$ cat config.mk
export PLATFORM = sky130hd
export DESIGN_NAME = e1_rx_line_maintenance_ctrl
export DESIGN_NICKNAME = d
export VERILOG_FILES = /design/src/design/e1_rx_maint_pkg.sv /design/src/design/e1_rx_line_maintenance_ctrl.sv
export SDC_FILE = /design/constraint.sdc
export NUM_CORES = 1
export LEC_CHECK = 0
export ABC_AREA = 0
export BUFFER_PORTS_ARGS = -buffer_cell sky130_fd_sc_hd__buf_2
export CORE_ASPECT_RATIO = 2
export CORE_MARGIN = 2
export CORE_UTILIZATION = 52
export DETAILED_ROUTE_END_ITERATION = 16
export GPL_TIMING_DRIVEN = 0
export PLACE_DENSITY_LB_ADDON = 0.2
export SLEW_MARGIN = 20
export SYNTH_ARGS = -nofsm -noshare
export SYNTH_HDL_FRONTEND = slang
export SYNTH_SLANG_ARGS = --single-unit
$ cat constraint.sdc
create_clock -name clk_i -period 2.38 [get_ports clk_i]
set_input_delay 0.119 -clock clk_i [delete_from_list [all_inputs] [get_ports clk_i]]
set_output_delay 0.119 -clock clk_i [all_outputs]
set_load 0.02 [all_outputs]
$ cat src/design/e1_rx_maint_pkg.sv
// Constants, field layout and carrier types for the E1 receive line
// maintenance block; assumes a 125 MHz clock and a 32-bit Wishbone bus.
package e1_rx_maint_pkg;
  // ==========================================================================
  // Timing
  localparam int CLK_PERIOD_NS = 8;
  localparam int ONE_SECOND_NS = 1_000_000_000;
  localparam int CYCLES_PER_SECOND = ONE_SECOND_NS / CLK_PERIOD_NS;
  // ==========================================================================
  // Register indices; the byte address is four times the index
  localparam logic [7:0] IDX_JITTER = 8'h27, IDX_RX_A = 8'h28;
  localparam logic [7:0] IDX_RX_B = 8'h29, IDX_RX_C = 8'h2A;
  localparam logic [7:0] IDX_LOOP = 8'h2B, IDX_LOS_CTL = 8'h2C;
  localparam logic [7:0] IDX_ERR_CTL = 8'h31, IDX_LINE_STATUS = 8'h36;
  localparam logic [7:0] IDX_CNT_LO = 8'h40, IDX_CNT_HI = 8'h41;
  // Reset values and writable bits
  localparam logic [7:0] RST_JITTER = 8'h00, RST_RX_A = 8'h00;
  localparam logic [7:0] RST_RX_B = 8'h15, RST_RX_C = 8'h18;
  localparam logic [7:0] RST_LOOP = 8'h00, RST_LOS_CTL = 8'h00;
  localparam logic [7:0] RST_ERR_CTL = 8'h00;
  localparam logic [7:0] MASK_JITTER = 8'h07, MASK_RX_A = 8'h11;
  localparam logic [7:0] MASK_RX_B = 8'h5F, MASK_RX_C = 8'h3F;
  localparam logic [7:0] MASK_LOOP = 8'h77, MASK_LOS_CTL = 8'h07;
  localparam logic [7:0] MASK_ERR_CTL = 8'h5F;
  // ==========================================================================
  // Field positions
  localparam int B_CORNER = 0, B_DEPTH = 1, B_DECODER = 0, B_RX_OFF = 4;
  localparam int B_THR = 0, B_EQ = 6, B_GAIN = 0, B_PEAK = 2, B_SLICE = 4;
  localparam int B_LOOP_LO = 0, B_LOOP_HI = 4;
  localparam int B_TX_ONES = 0, B_RAISE = 1, B_CRIT = 2, B_LOS_S = 0;
  localparam int B_XFER = 0, B_AUTO = 1, B_CNT_SEL = 2;
  localparam int B_ZRUN_CRIT = 4, B_BPV = 6;
  // ==========================================================================
  // Line monitor figures, counted in bit intervals
  localparam logic [11:0] LOS_SHORT_BITS = 12'h020, LOS_LONG_BITS = 12'h800;
  localparam logic [4:0] WINDOW_LAST = 5'h1F, ZERO_RUN_MAX = 5'h10;
  localparam logic [5:0] MIN_MARKS = 6'h04;
  localparam logic [6:0] EXZ_AMI_SHORT = 7'h0F, EXZ_AMI_LONG = 7'h50;
  localparam logic [6:0] EXZ_HDB3 = 7'h03;
  localparam logic [1:0] CNT_SEL_ON = 2'h1;
  // Front end setting values
  localparam logic [7:0] DEPTH_128 = 8'h80, DEPTH_64 = 8'h40, DEPTH_32 = 8'h20;
  localparam logic [5:0] Q_BASE_DB = 6'h04, Q_MAX_DB = 6'h30;
  localparam logic [4:0] Q_LAST_CODE = 5'h16;
  localparam logic [6:0] SLICE_BASE_PCT = 7'h28, SLICE_STEP_PCT = 7'h0A;
  localparam logic [8:0] PEAK_BASE_BITS = 9'h020;
  localparam logic [4:0] MON_GAIN_HIGH_DB = 5'h16;
  localparam logic [1:0] MON_GAIN_HIGH_CODE = 2'h1;
  // ==========================================================================
  // Carriers
  typedef struct packed {
    logic level_high;
    logic level_low;
    logic bit_clk;
    logic neg;
    logic pos;
  } line_in_t;
  typedef struct packed {
    logic dig_one;
    logic sys_local;
    logic sys_remote;
    logic remote;
    logic analog;
    logic dig_two;
  } loop_t;
  typedef struct packed {
    logic [7:0] depth_bits;
    logic corner_sel;
    logic power_down;
    logic ami_sel;
    logic equalizer_enable;
    logic [5:0] los_q_db;
    logic [6:0] slice_pct;
    logic [8:0] peak_bits;
    logic [4:0] mon_gain_db;
  } afe_cfg_t;
endpackage
$ cat src/design/e1_rx_line_maintenance_ctrl.sv
// E1 receive line maintenance control for one channel: register bank,
// line decoder, loss-of-signal and zero-run monitors, error counter.
// Assumes a classic Wishbone master and unsynchronised line inputs.
module e1_rx_line_maintenance_ctrl
  import e1_rx_maint_pkg::*;
#(
  parameter int SECOND_CYCLES = CYCLES_PER_SECOND // Cycles per report second
) (
  input wire logic clk_i, // 125 MHz clock
  input wire logic rst_i, // Synchronous reset, active high
  input wire logic wb_cyc_i, // Bus cycle
  input wire logic wb_stb_i, // Bus strobe
  input wire logic wb_we_i, // Write enable
  input wire logic [9:0] wb_adr_i, // Byte address
  input wire logic [3:0] wb_sel_i, // Byte lane selects
  input wire logic [31:0] wb_dat_i, // Write data
  output logic [31:0] wb_dat_o, // Read data
  output logic wb_ack_o, // Acknowledge
  input wire line_in_t line_i, // Rails, bit clock and level flags
  output afe_cfg_t afe_cfg_o, // Analog front end settings
  output loop_t loop_en_o, // Loopback enables
  output logic rx_data_o, // Decoded receive bit
  output logic rx_valid_o, // Strobe per decoded bit
  output logic los_o, // Loss of signal
  output logic exz_o, // Pulse per zero-run error
  output logic tx_all_ones_o, // Force ones on transmit
  output logic bpv_insert_o // Pulse: insert one violation
);

  // ==========================================================================
  // State
  typedef struct packed {
    logic [7:0] jitter;
    logic [7:0] rx_a;
    logic [7:0] rx_b;
    logic [7:0] rx_c;
    logic [7:0] loop;
    logic [7:0] los_ctl;
    logic [7:0] err_ctl;
  } regs_t;

  typedef struct packed {
    regs_t regs;
    logic ack;
    logic [7:0] rdat;
    line_in_t sync1;
    line_in_t sync2;
    logic bit_clk_d;
    logic seen;
    logic last_neg;
    logic [3:0] pipe;
    logic [11:0] below_cnt;
    logic los;
    logic [4:0] win_cnt;
    logic [5:0] mark_cnt;
    logic [4:0] zrun;
    logic [4:0] zmax;
    logic high_all;
    logic [6:0] exz_run;
    logic exz;
    logic [15:0] err_cnt;
    logic [15:0] cnt_rpt;
    logic [26:0] sec_cnt;
    logic bpv;
    afe_cfg_t afe;
    logic rx_data;
    logic rx_valid;
    logic tx_ones;
  } state_t;

  state_t st;
  state_t next_st;
  logic [7:0] idx;
  logic [7:0] wdat;
  logic wr_hit;
  logic tick;
  logic mark;
  logic viol;
  logic manual_rise;
  logic sec_end;
  logic xfer;
  logic counting;
  logic [4:0] thr;
  logic [6:0] exz_limit;
  logic [6:0] run_new;
  logic [11:0] los_limit;
  logic [11:0] below_new;
  logic [5:0] marks_new;
  logic [4:0] zrun_new;
  logic [4:0] zmax_new;
  logic high_new;

  function automatic logic rising(input logic was, input logic now);
    rising = !was && now;
  endfunction

  // ==========================================================================
  // Next state
  always_comb begin
    next_st = st;
    idx = wb_adr_i[9:2];
    wdat = wb_dat_i[7:0];
    wr_hit = wb_cyc_i && wb_stb_i && !st.ack && wb_we_i && wb_sel_i[0];
    below_new = st.below_cnt;
    marks_new = st.mark_cnt;
    zrun_new = st.zrun;
    zmax_new = st.zmax;
    high_new = st.high_all;
    run_new = st.exz_run;

    // Bus slave: every access, mapped or not, is answered one cycle later
    next_st.ack = wb_cyc_i && wb_stb_i && !st.ack;
    if (next_st.ack) begin
      case (idx)
        IDX_JITTER: next_st.rdat = st.regs.jitter;
        IDX_RX_A: next_st.rdat = st.regs.rx_a;
        IDX_RX_B: next_st.rdat = st.regs.rx_b;
        IDX_RX_C: next_st.rdat = st.regs.rx_c;
        IDX_LOOP: next_st.rdat = st.regs.loop;
        IDX_LOS_CTL: next_st.rdat = st.regs.los_ctl;
        IDX_ERR_CTL: next_st.rdat = st.regs.err_ctl;
        IDX_LINE_STATUS: next_st.rdat = 8'(st.los) << B_LOS_S;
        IDX_CNT_LO: next_st.rdat = st.cnt_rpt[7:0];
        IDX_CNT_HI: next_st.rdat = st.cnt_rpt[15:8];
        default: next_st.rdat = 8'h00;
      endcase
    end
    if (wr_hit) begin
      case (idx)
        IDX_JITTER: next_st.regs.jitter = wdat & MASK_JITTER;
        IDX_RX_A: next_st.regs.rx_a = wdat & MASK_RX_A;
        IDX_RX_B: next_st.regs.rx_b = wdat & MASK_RX_B;
        IDX_RX_C: next_st.regs.rx_c = wdat & MASK_RX_C;
        IDX_LOOP: next_st.regs.loop = wdat & MASK_LOOP;
        IDX_LOS_CTL: next_st.regs.los_ctl = wdat & MASK_LOS_CTL;
        IDX_ERR_CTL: next_st.regs.err_ctl = wdat & MASK_ERR_CTL;
        default: next_st.regs = st.regs;
      endcase
    end

    // Only a fresh 0-to-1 write fires; holding the bit at 1 does nothing
    next_st.bpv = rising(st.regs.err_ctl[B_BPV],
                         next_st.regs.err_ctl[B_BPV]);
    manual_rise = !st.regs.err_ctl[B_AUTO] &&
                  rising(st.regs.err_ctl[B_XFER],
                         next_st.regs.err_ctl[B_XFER]);

    // ========================================================================
    // Line sampling: two flops, then edge of the bit clock
    next_st.sync1 = line_i;
    next_st.sync2 = st.sync1;
    next_st.bit_clk_d = st.sync2.bit_clk;
    // A powered-down receive path takes no bits at all
    tick = st.sync2.bit_clk && !st.bit_clk_d &&
           !st.regs.rx_a[B_RX_OFF];
    mark = st.sync2.pos || st.sync2.neg;
    viol = mark && st.seen && (st.sync2.neg == st.last_neg);
    los_limit = st.regs.los_ctl[B_CRIT] ? LOS_LONG_BITS
                                       : LOS_SHORT_BITS;
    if (!st.regs.rx_a[B_DECODER]) begin
      exz_limit = EXZ_HDB3;
    end else if (st.regs.err_ctl[B_ZRUN_CRIT]) begin
      exz_limit = EXZ_AMI_LONG;
    end else begin
      exz_limit = EXZ_AMI_SHORT;
    end

    next_st.rx_valid = 1'b0;
    next_st.exz = 1'b0;
    if (tick) begin
      // Both decoders share a four-bit delay so latency never changes
      next_st.rx_valid = 1'b1;
      next_st.rx_data = (st.regs.los_ctl[B_RAISE] && st.los) ||
                        st.pipe[3];
      next_st.pipe = {st.pipe[2:0], mark};
      if (!st.regs.rx_a[B_DECODER] && viol) begin
        next_st.pipe = 4'h0;
      end
      if (mark) begin
        next_st.last_neg = st.sync2.neg;
        next_st.seen = 1'b1;
      end

      // Clearing window of 32 bit periods
      marks_new = st.mark_cnt + {5'h00, mark};
      zrun_new = mark ? 5'h00 :
                 (st.zrun == 5'h1F) ? st.zrun : st.zrun + 5'h01;
      zmax_new = (zrun_new > st.zmax) ? zrun_new : st.zmax;
      high_new = st.high_all && st.sync2.level_high;
      next_st.win_cnt = st.win_cnt + 5'h01;
      next_st.mark_cnt = marks_new;
      next_st.zrun = zrun_new;
      next_st.zmax = zmax_new;
      next_st.high_all = high_new;
      if (st.win_cnt == WINDOW_LAST) begin
        if (high_new && marks_new >= MIN_MARKS &&
            zmax_new < ZERO_RUN_MAX) begin
          next_st.los = 1'b0;
        end
        next_st.mark_cnt = 6'h00;
        next_st.zrun = 5'h00;
        next_st.zmax = 5'h00;
        next_st.high_all = 1'b1;
      end

      // Declaring wins over clearing when both land on one bit
      below_new = !st.sync2.level_low ? 12'h000 :
                  (st.below_cnt == 12'hFFF) ? st.below_cnt :
                  st.below_cnt + 12'h001;
      next_st.below_cnt = below_new;
      if (below_new == los_limit) begin
        next_st.los = 1'b1;
      end

      // Zero runs are judged on the raw line, before substitution removal
      run_new = mark ? 7'h00 :
                (st.exz_run == 7'h7F) ? st.exz_run : st.exz_run + 7'h01;
      next_st.exz_run = run_new;
      next_st.exz = (run_new == exz_limit + 7'h01);
    end

    // ========================================================================
    // Error counter and report
    counting = st.exz &&
               (st.regs.err_ctl[B_CNT_SEL +: 2] == CNT_SEL_ON);
    sec_end = (st.sec_cnt == 27'(SECOND_CYCLES - 1));
    next_st.sec_cnt = sec_end ? 27'h0000000 : st.sec_cnt + 27'h0000001;
    xfer = manual_rise || (st.regs.err_ctl[B_AUTO] && sec_end);
    if (xfer) begin
      // Counter restarts after each report; a coincident event is kept
      next_st.cnt_rpt = st.err_cnt;
      next_st.err_cnt = {15'h0000, counting};
    end else if (counting && st.err_cnt != 16'hFFFF) begin
      next_st.err_cnt = st.err_cnt + 16'h0001;
    end

    // ========================================================================
    // Front end settings
    case (st.regs.jitter[B_DEPTH +: 2])
      2'h0: next_st.afe.depth_bits = DEPTH_128;
      2'h1: next_st.afe.depth_bits = DEPTH_64;
      default: next_st.afe.depth_bits = DEPTH_32;
    endcase
    next_st.afe.corner_sel = st.regs.jitter[B_CORNER];
    next_st.afe.power_down = st.regs.rx_a[B_RX_OFF];
    next_st.afe.ami_sel = st.regs.rx_a[B_DECODER];
    next_st.afe.equalizer_enable = st.regs.rx_b[B_EQ];
    thr = st.regs.rx_b[B_THR +: 5];
    if (!st.regs.rx_b[B_EQ]) begin
      next_st.afe.los_q_db = 6'h00;
    end else if (thr >= Q_LAST_CODE) begin
      next_st.afe.los_q_db = Q_MAX_DB;
    end else begin
      next_st.afe.los_q_db = Q_BASE_DB + {thr, 1'b0};
    end
    next_st.afe.slice_pct = SLICE_BASE_PCT + SLICE_STEP_PCT *
                            {5'h00, st.regs.rx_c[B_SLICE +: 2]};
    next_st.afe.peak_bits = PEAK_BASE_BITS <<
                            st.regs.rx_c[B_PEAK +: 2];
    // Reserved gain codes fall back to 0 dB
    next_st.afe.mon_gain_db =
      (st.regs.rx_c[B_GAIN +: 2] == MON_GAIN_HIGH_CODE) ?
      MON_GAIN_HIGH_DB : 5'h00;
    next_st.tx_ones = st.regs.los_ctl[B_TX_ONES] && st.los;
  end

  // ==========================================================================
  // Registers
  always_ff @(posedge clk_i) begin
    if (rst_i) begin
      st <= '0;
      st.regs.jitter <= RST_JITTER;
      st.regs.rx_a <= RST_RX_A;
      st.regs.rx_b <= RST_RX_B;
      st.regs.rx_c <= RST_RX_C;
      st.regs.loop <= RST_LOOP;
      st.regs.los_ctl <= RST_LOS_CTL;
      st.regs.err_ctl <= RST_ERR_CTL;
      st.high_all <= 1'b1;
    end else begin
      st <= next_st;
    end
  end

  // ==========================================================================
  // Outputs
  assign wb_dat_o = {24'h000000, st.rdat};
  assign wb_ack_o = st.ack;
  assign afe_cfg_o = st.afe;
  assign loop_en_o = {st.regs.loop[B_LOOP_HI +: 3],
                      st.regs.loop[B_LOOP_LO +: 3]};
  assign rx_data_o = st.rx_data;
  assign rx_valid_o = st.rx_valid;
  assign los_o = st.los;
  assign exz_o = st.exz;
  assign tx_all_ones_o = st.tx_ones;
  assign bpv_insert_o = st.bpv;
endmodule

After elaboration in Yosys (flattened, before gate mapping)
Cells that the tools add are included.
{ "totals": {"out_inout_bits": 84, "in_bits": 56, "ff_bits": 203} }
{ "classes": {"n_reduce_logical": 48, "add_sub_neg": 10, "eq_ne": 22, "bitwise": 2, "shift": 1, "n_mul": 1, "mux": 24, "order_cmp": 4} }
{ "ops": {"columns": ["operator", "n"], "rows": [
  ["case mux 8 bit (10 select lines)", 1],
  ["== test 8 x 6 -> 1 bit (second input constant)", 8],
  ["two-way mux 7 bit", 6],
  ["two-way mux 12 bit", 3],
  ["adder 27 x 1 -> 27 bit (second input constant)", 1],
  ["== test 27 bit (second input constant)", 1],
  ["logical AND 1 bit", 20],
  ["two-way mux 5 bit", 4],
  ["two-way mux 17 bit", 1],
  ["adder 16 x 1 -> 16 bit (second input constant)", 1],
  ["== test 8 x 7 -> 1 bit (second input constant)", 2],
  ["!= test 16 bit (second input constant)", 1],
  ["case mux 8 bit (2 select lines)", 1],
  ["AND reduction 2 bit", 8],
  ["adder 7 x 1 -> 7 bit (second input constant)", 2],
  ["adder 12 x 1 -> 12 bit (second input constant)", 1],
  ["== test 12 bit", 1],
  ["== test 12 bit (second input constant)", 1],
  ["adder 5 x 1 -> 5 bit (second input constant)", 2],
  ["== test 5 bit (second input constant)", 2],
  ["<< shifter 6 x 2 -> 9 bit (first input constant)", 1],
  ["OR reduction 2 bit", 4],
  ["adder 6 x 6 -> 7 bit (first input constant)", 1],
  ["== test 7 bit", 1],
  ["other kinds (20)", 38]
]} }

Longest topological paths before layout
{ "logic_depth": {"ltp_word": 10, "mapped_depth": 13} }

Worst setup path before layout
OpenSTA, ideal clock, no wires.
{ "synth_timing": {"kind": "register to register", "start": "register st[116] (netlist name)", "end": "register st, in the netlist los_o", "arrival_ns": 2.284, "t_required_ns": 2.264, "stages_incl_launch_ff": 13, "n_path_buf": 0, "setup_slack_ns": -0.020, "synth_period_minus_slack_ns": 2.400, "cell_sequence": "dfxtp_1 -> ha_1 -> nand4_1 -> mux2i_1 -> nor2_1 -> ha_1 -> nor2b_1 -> o21ai_0 -> a21oi_1 -> nor2_1 -> mux2i_1 -> a31oi_1 -> a41o_1"} }
{ "synth_via": {"elab_chain_cells": 9} }
{ "synth_lines": {"columns": ["element", "line", "text"], "rows": [
  ["start: declaration", "e1_rx_line_maintenance_ctrl.sv:71", "state_t st;"],
  ["start signal: assignment", "e1_rx_line_maintenance_ctrl.sv:281", "st <= next_st;"],
  ["adder 5 x 1 -> 5 bit or == test 5 bit (tied branches)", "e1_rx_line_maintenance_ctrl.sv:187", "(st.zrun == 5'h1F) ? st.zrun : st.zrun + 5'h01;"],
  ["two-way mux 5 bit (*)", "e1_rx_line_maintenance_ctrl.sv:187", null],
  ["two-way mux 5 bit (*)", "e1_rx_line_maintenance_ctrl.sv:186", "zrun_new = mark ? 5'h00 :"],
  ["> comparator 5 bit", "e1_rx_line_maintenance_ctrl.sv:188", "zmax_new = (zrun_new > st.zmax) ? zrun_new : st.zmax;"],
  ["two-way mux 5 bit (*)", "e1_rx_line_maintenance_ctrl.sv:188", null],
  ["< comparator 5 bit (*)", "e1_rx_line_maintenance_ctrl.sv:197", "zmax_new < ZERO_RUN_MAX) begin"],
  ["logical AND 1 bit (*)", "e1_rx_line_maintenance_ctrl.sv:196", "if (high_new && marks_new >= MIN_MARKS &&"],
  ["nonzero test 2 bit (no line) (*)", null, null],
  ["AND reduction 3 bit (no line) (*)", null, null]
]} }
Mark *: on every way between the ends. The rest lies on a longest branch, timed or not.
A chain may end at the register's enable or synchronous reset.

Worst setup path after layout
{ "layout_timing": {"start": "register st[152] (netlist name)", "end": "register st, in the netlist los_o"} }
{ "layout_via": {"elab_chain_cells": 8} }
{ "layout_lines": {"columns": ["element", "line", "text"], "rows": [
  ["logical OR 1 bit (*)", "e1_rx_line_maintenance_ctrl.sv:156", "mark = st.sync2.pos || st.sync2.neg;"],
  ["two-way mux 5 bit", "e1_rx_line_maintenance_ctrl.sv:186", null],
  ["> comparator 5 bit", "e1_rx_line_maintenance_ctrl.sv:188", null],
  ["two-way mux 5 bit", "e1_rx_line_maintenance_ctrl.sv:188", null],
  ["< comparator 5 bit", "e1_rx_line_maintenance_ctrl.sv:197", null],
  ["logical AND 1 bit (*)", "e1_rx_line_maintenance_ctrl.sv:196", null],
  ["nonzero test 2 bit (no line) (*)", null, null],
  ["AND reduction 3 bit (no line) (*)", null, null]
]} }
Marks and branches as above.

==> metrics.txt <==
count leader, synth dfxtp_1; first-pass GRT wire length 36400 microns; Via density 5.42; pwr dens 623 nW/um^2; internal power 0.00490 W; port bufs 71; H-tree Lvls 4; Seq cells post-synth 187; synthesized area 8890 sq um; Slew HR 0.466; Detail Placement HPWL 17500 microns; TritonCTS clock tree yes; Synth warnings 0; share of layout cells above drive strength 1 0.199; FFs w/ async S/R, synth 0; critical-path cell list nor2_4 -> inv_2 -> buf_4 -> nor2_1 -> ha_1 -> nor2b_1 -> o21ai_1 -> a21oi_1 -> nor2_1 -> mux2i_1 -> a31oi_1 -> a41o_1; Sw Ratio 0.250; Post-Synthesis Cells 1033; Avg Cell Area, Syn 8.60 sq um; Arr. time, crit path 2870 ps; critical path's most frequent cell nor2_1; min Tclk post-route 2530 ps; Tot Pwr 0.00653 W; Final Max Tran Viols 0; die height 189 microns; DIE WIDTH 96.4 microns; post-synthesis adder-cell area fraction 0.0225; CP startpoint kind register; nets 1252; Post-Synth Simple-Gate Area 0.245; Die ar. 18200 sq um; Final GP Congestion 0.884; Area contributors post-synth dfxtp_1, buf_4, nor2_1, mux2i_1, xor2_1; CP peak stage delay 360 ps; antenna violations before repair 0; CP max FO 10; Antenna diodes 0; Routed Antenna Nets 0; WL per Instance 16.6 microns; final hold vios 0; Starting DRT DRC Count 413; largest family of logic cells by synthesized area simple AND/OR/NAND/NOR gates; I/O pins 140; gr ovfl total 0; post-synthesis mux area share 0.0596; unrepaired setup endpoints after global routing yes; WL final 23200 microns; Peak Freq 395 MHz; Final Util 0.625; Synth top cells by count dfxtp_1, nor2_1, nand2_1; area grow syn2layout 17.9%; Initial Util 0.530; Clk pin slew, worst setup/hold paths 80 ps; WP data required 2720 ps; Synth Area in XOR/XNOR 0.0483; drt pass-1 iters 6; Primary FF master, synth dfxtp_1; clock latency on the worst-skew pair 440 ps; Compound-Gate Fraction of Synth Area 0.103; CP max-delay cell dfxtp_1; clock buffers created by TritonCTS 17; crit path kind reg -> reg; register share of total power 0.486; Via Count 7584; Core ar. 16800 sq um; FP Rows 67; Layout Skew 9.76 ps; Comb power frac 0.065; post-synthesis sequential area ratio 0.421; Period Utilization, post-route 1.06; GR Util All Layers 0.263; Leak Pwr 4.33 nW; Final Setup Violations 3; Sum Neg Setup Slack -256 ps; worst slew pin tran 800 ps; Clock Power Share 0.450; Netlist cell types 64; peak supply drop 0.000538 V; endpoint class of the critical path register; HP Class in -> reg; status complete, but fails checks; failing checks negative setup slack; largest net degree at the start of global routing 19; CTS Root Cell clkbuf_16; DRC 0; hold_ws 30.5 ps; number of synthesized flops with an enable pin 0; net switching power 0.00163 W; Synth top area share 0.421; CTS max path bufs 2; post-route setup slack -149 ps; max-cap violation count 0; Synth area leader dfxtp_1; Sinks on Clock Net 187; vias in the first global route 7469
-- worst max-delay path: cells and delay by family (launching register included) --
family | cells | cell delay, ps
AOI/OAI and AO/OA | 4 | 600
adders and majority gates | 1 | 260
buffers and inverters | 2 | 310
DFF | 1 | 360
muxes | 1 | 290
and+or+nand+nor | 4 | 610
-- power groups by stage --
stage	clock, W	sequential (W)	combinational, W
3_5_place_dp	0	0.00324	0.000395
6_report	0.00294	0.00317	0.000422
4_1_cts	0.00298	0.00317	0.000416
5_1_grt	0.00310	0.00317	0.000458
2_1_floorplan	0	0.00324	0.000274
3_3_place_gp	0	0.00324	0.000394
-- layout by cell type (no fill, tap or decap), types with 11 or more instances in the layout --
cell,instances
dfxtp_1,185
nor2_1,157
buf_4,92
buf_2,81
nand2_1,80
a21oi_1,61
mux2i_1,45
nand3_1,45
xor2_1,38
conb_1,38
clkbuf_1,28
nor2b_1,28
o21ai_0,26
a22oi_1,25
nand4_1,22
and3_1,21
nor3_1,19
clkbuf_16,17
inv_1,14
ha_1,14
nand3b_1,13
nor3b_1,12
xnor2_1,11
-- timing repair --
item                                    CTS  global route
resized for setup                        10             5
hold buffers                              9             0
pin swaps                                 7             1
hold endpoints to repair                 13             0
endpoints found under the setup margin    9            29
setup buffers                             7             5
-- through the flow --
| stage | std cells | worst slack (ps) | area (sq um) |
|---|---|---|---|
| after global routing | 1400 | -299 | 10500 |
| after floorplan | 1070 | 6.14 | 9030 |
| after CTS | 1396 | -119 | 10400 |
| final | 1400 | -149 | 10500 |
| after global placement | 1348 | -898 | 9640 |
| after detailed placement | 1348 | -853 | 9640 |
-- per-layer routing --
metal	share of wire	GRT usage
met3	0.041	0.0493
met2	0.55	0.492
met1	0.35	0.252
met4	0.062	0.163
met5	0	0
-- sequential cells by signal, indices dropped and copies added (netlist names) --
name and count:
rx_valid_o 1, tx_all_ones_o 1, wb_ack_o 1, los_o 1, exz_o 1, bpv_insert_o 1, st 133, loop_en_o 6
rx_data_o 1, next_st 10, wb_dat_o 8, afe_cfg_o 23
-- cell type report --
cell class | count | area [sq um]
sequential | 187 | 3750
timing repair buffer | 92 | 536
multi-input combinational | 742 | 4430
buffer | 125 | 837
tap | 207 | 259
clock inverter | 15 | 180
clock buffer | 17 | 425
inverter | 15 | 56.3
fill | 1515 | 6290
-- cells by family after synthesis --
group / Yosys count
adder cells (fa/ha/maj): 16
AO/OA/AOI/OAI: 149
multiplexers: 50
other: 1
flip-flops: 187
AND/OR/NAND/NOR: 440
buffers and inverters: 141
XOR/XNOR: 49
-- path summary, 6_finish.rpt --
path	startpoint	to	slack, ps	cells after the start
max	st[152]$_SDFF_PP0_	los_o$_SDFFE_PP0P_	-150	12
min reg2reg	next_st[152]$_SDFF_PP0_	st[152]$_SDFF_PP0_	450	1
min	wb_dat_i[1]	st[204]$_SDFFE_PP0P_	30	3
max reg2reg	st[152]$_SDFF_PP0_	los_o$_SDFFE_PP0P_	-150	12
No activity file was read; power rests on OpenSTA's default activity.
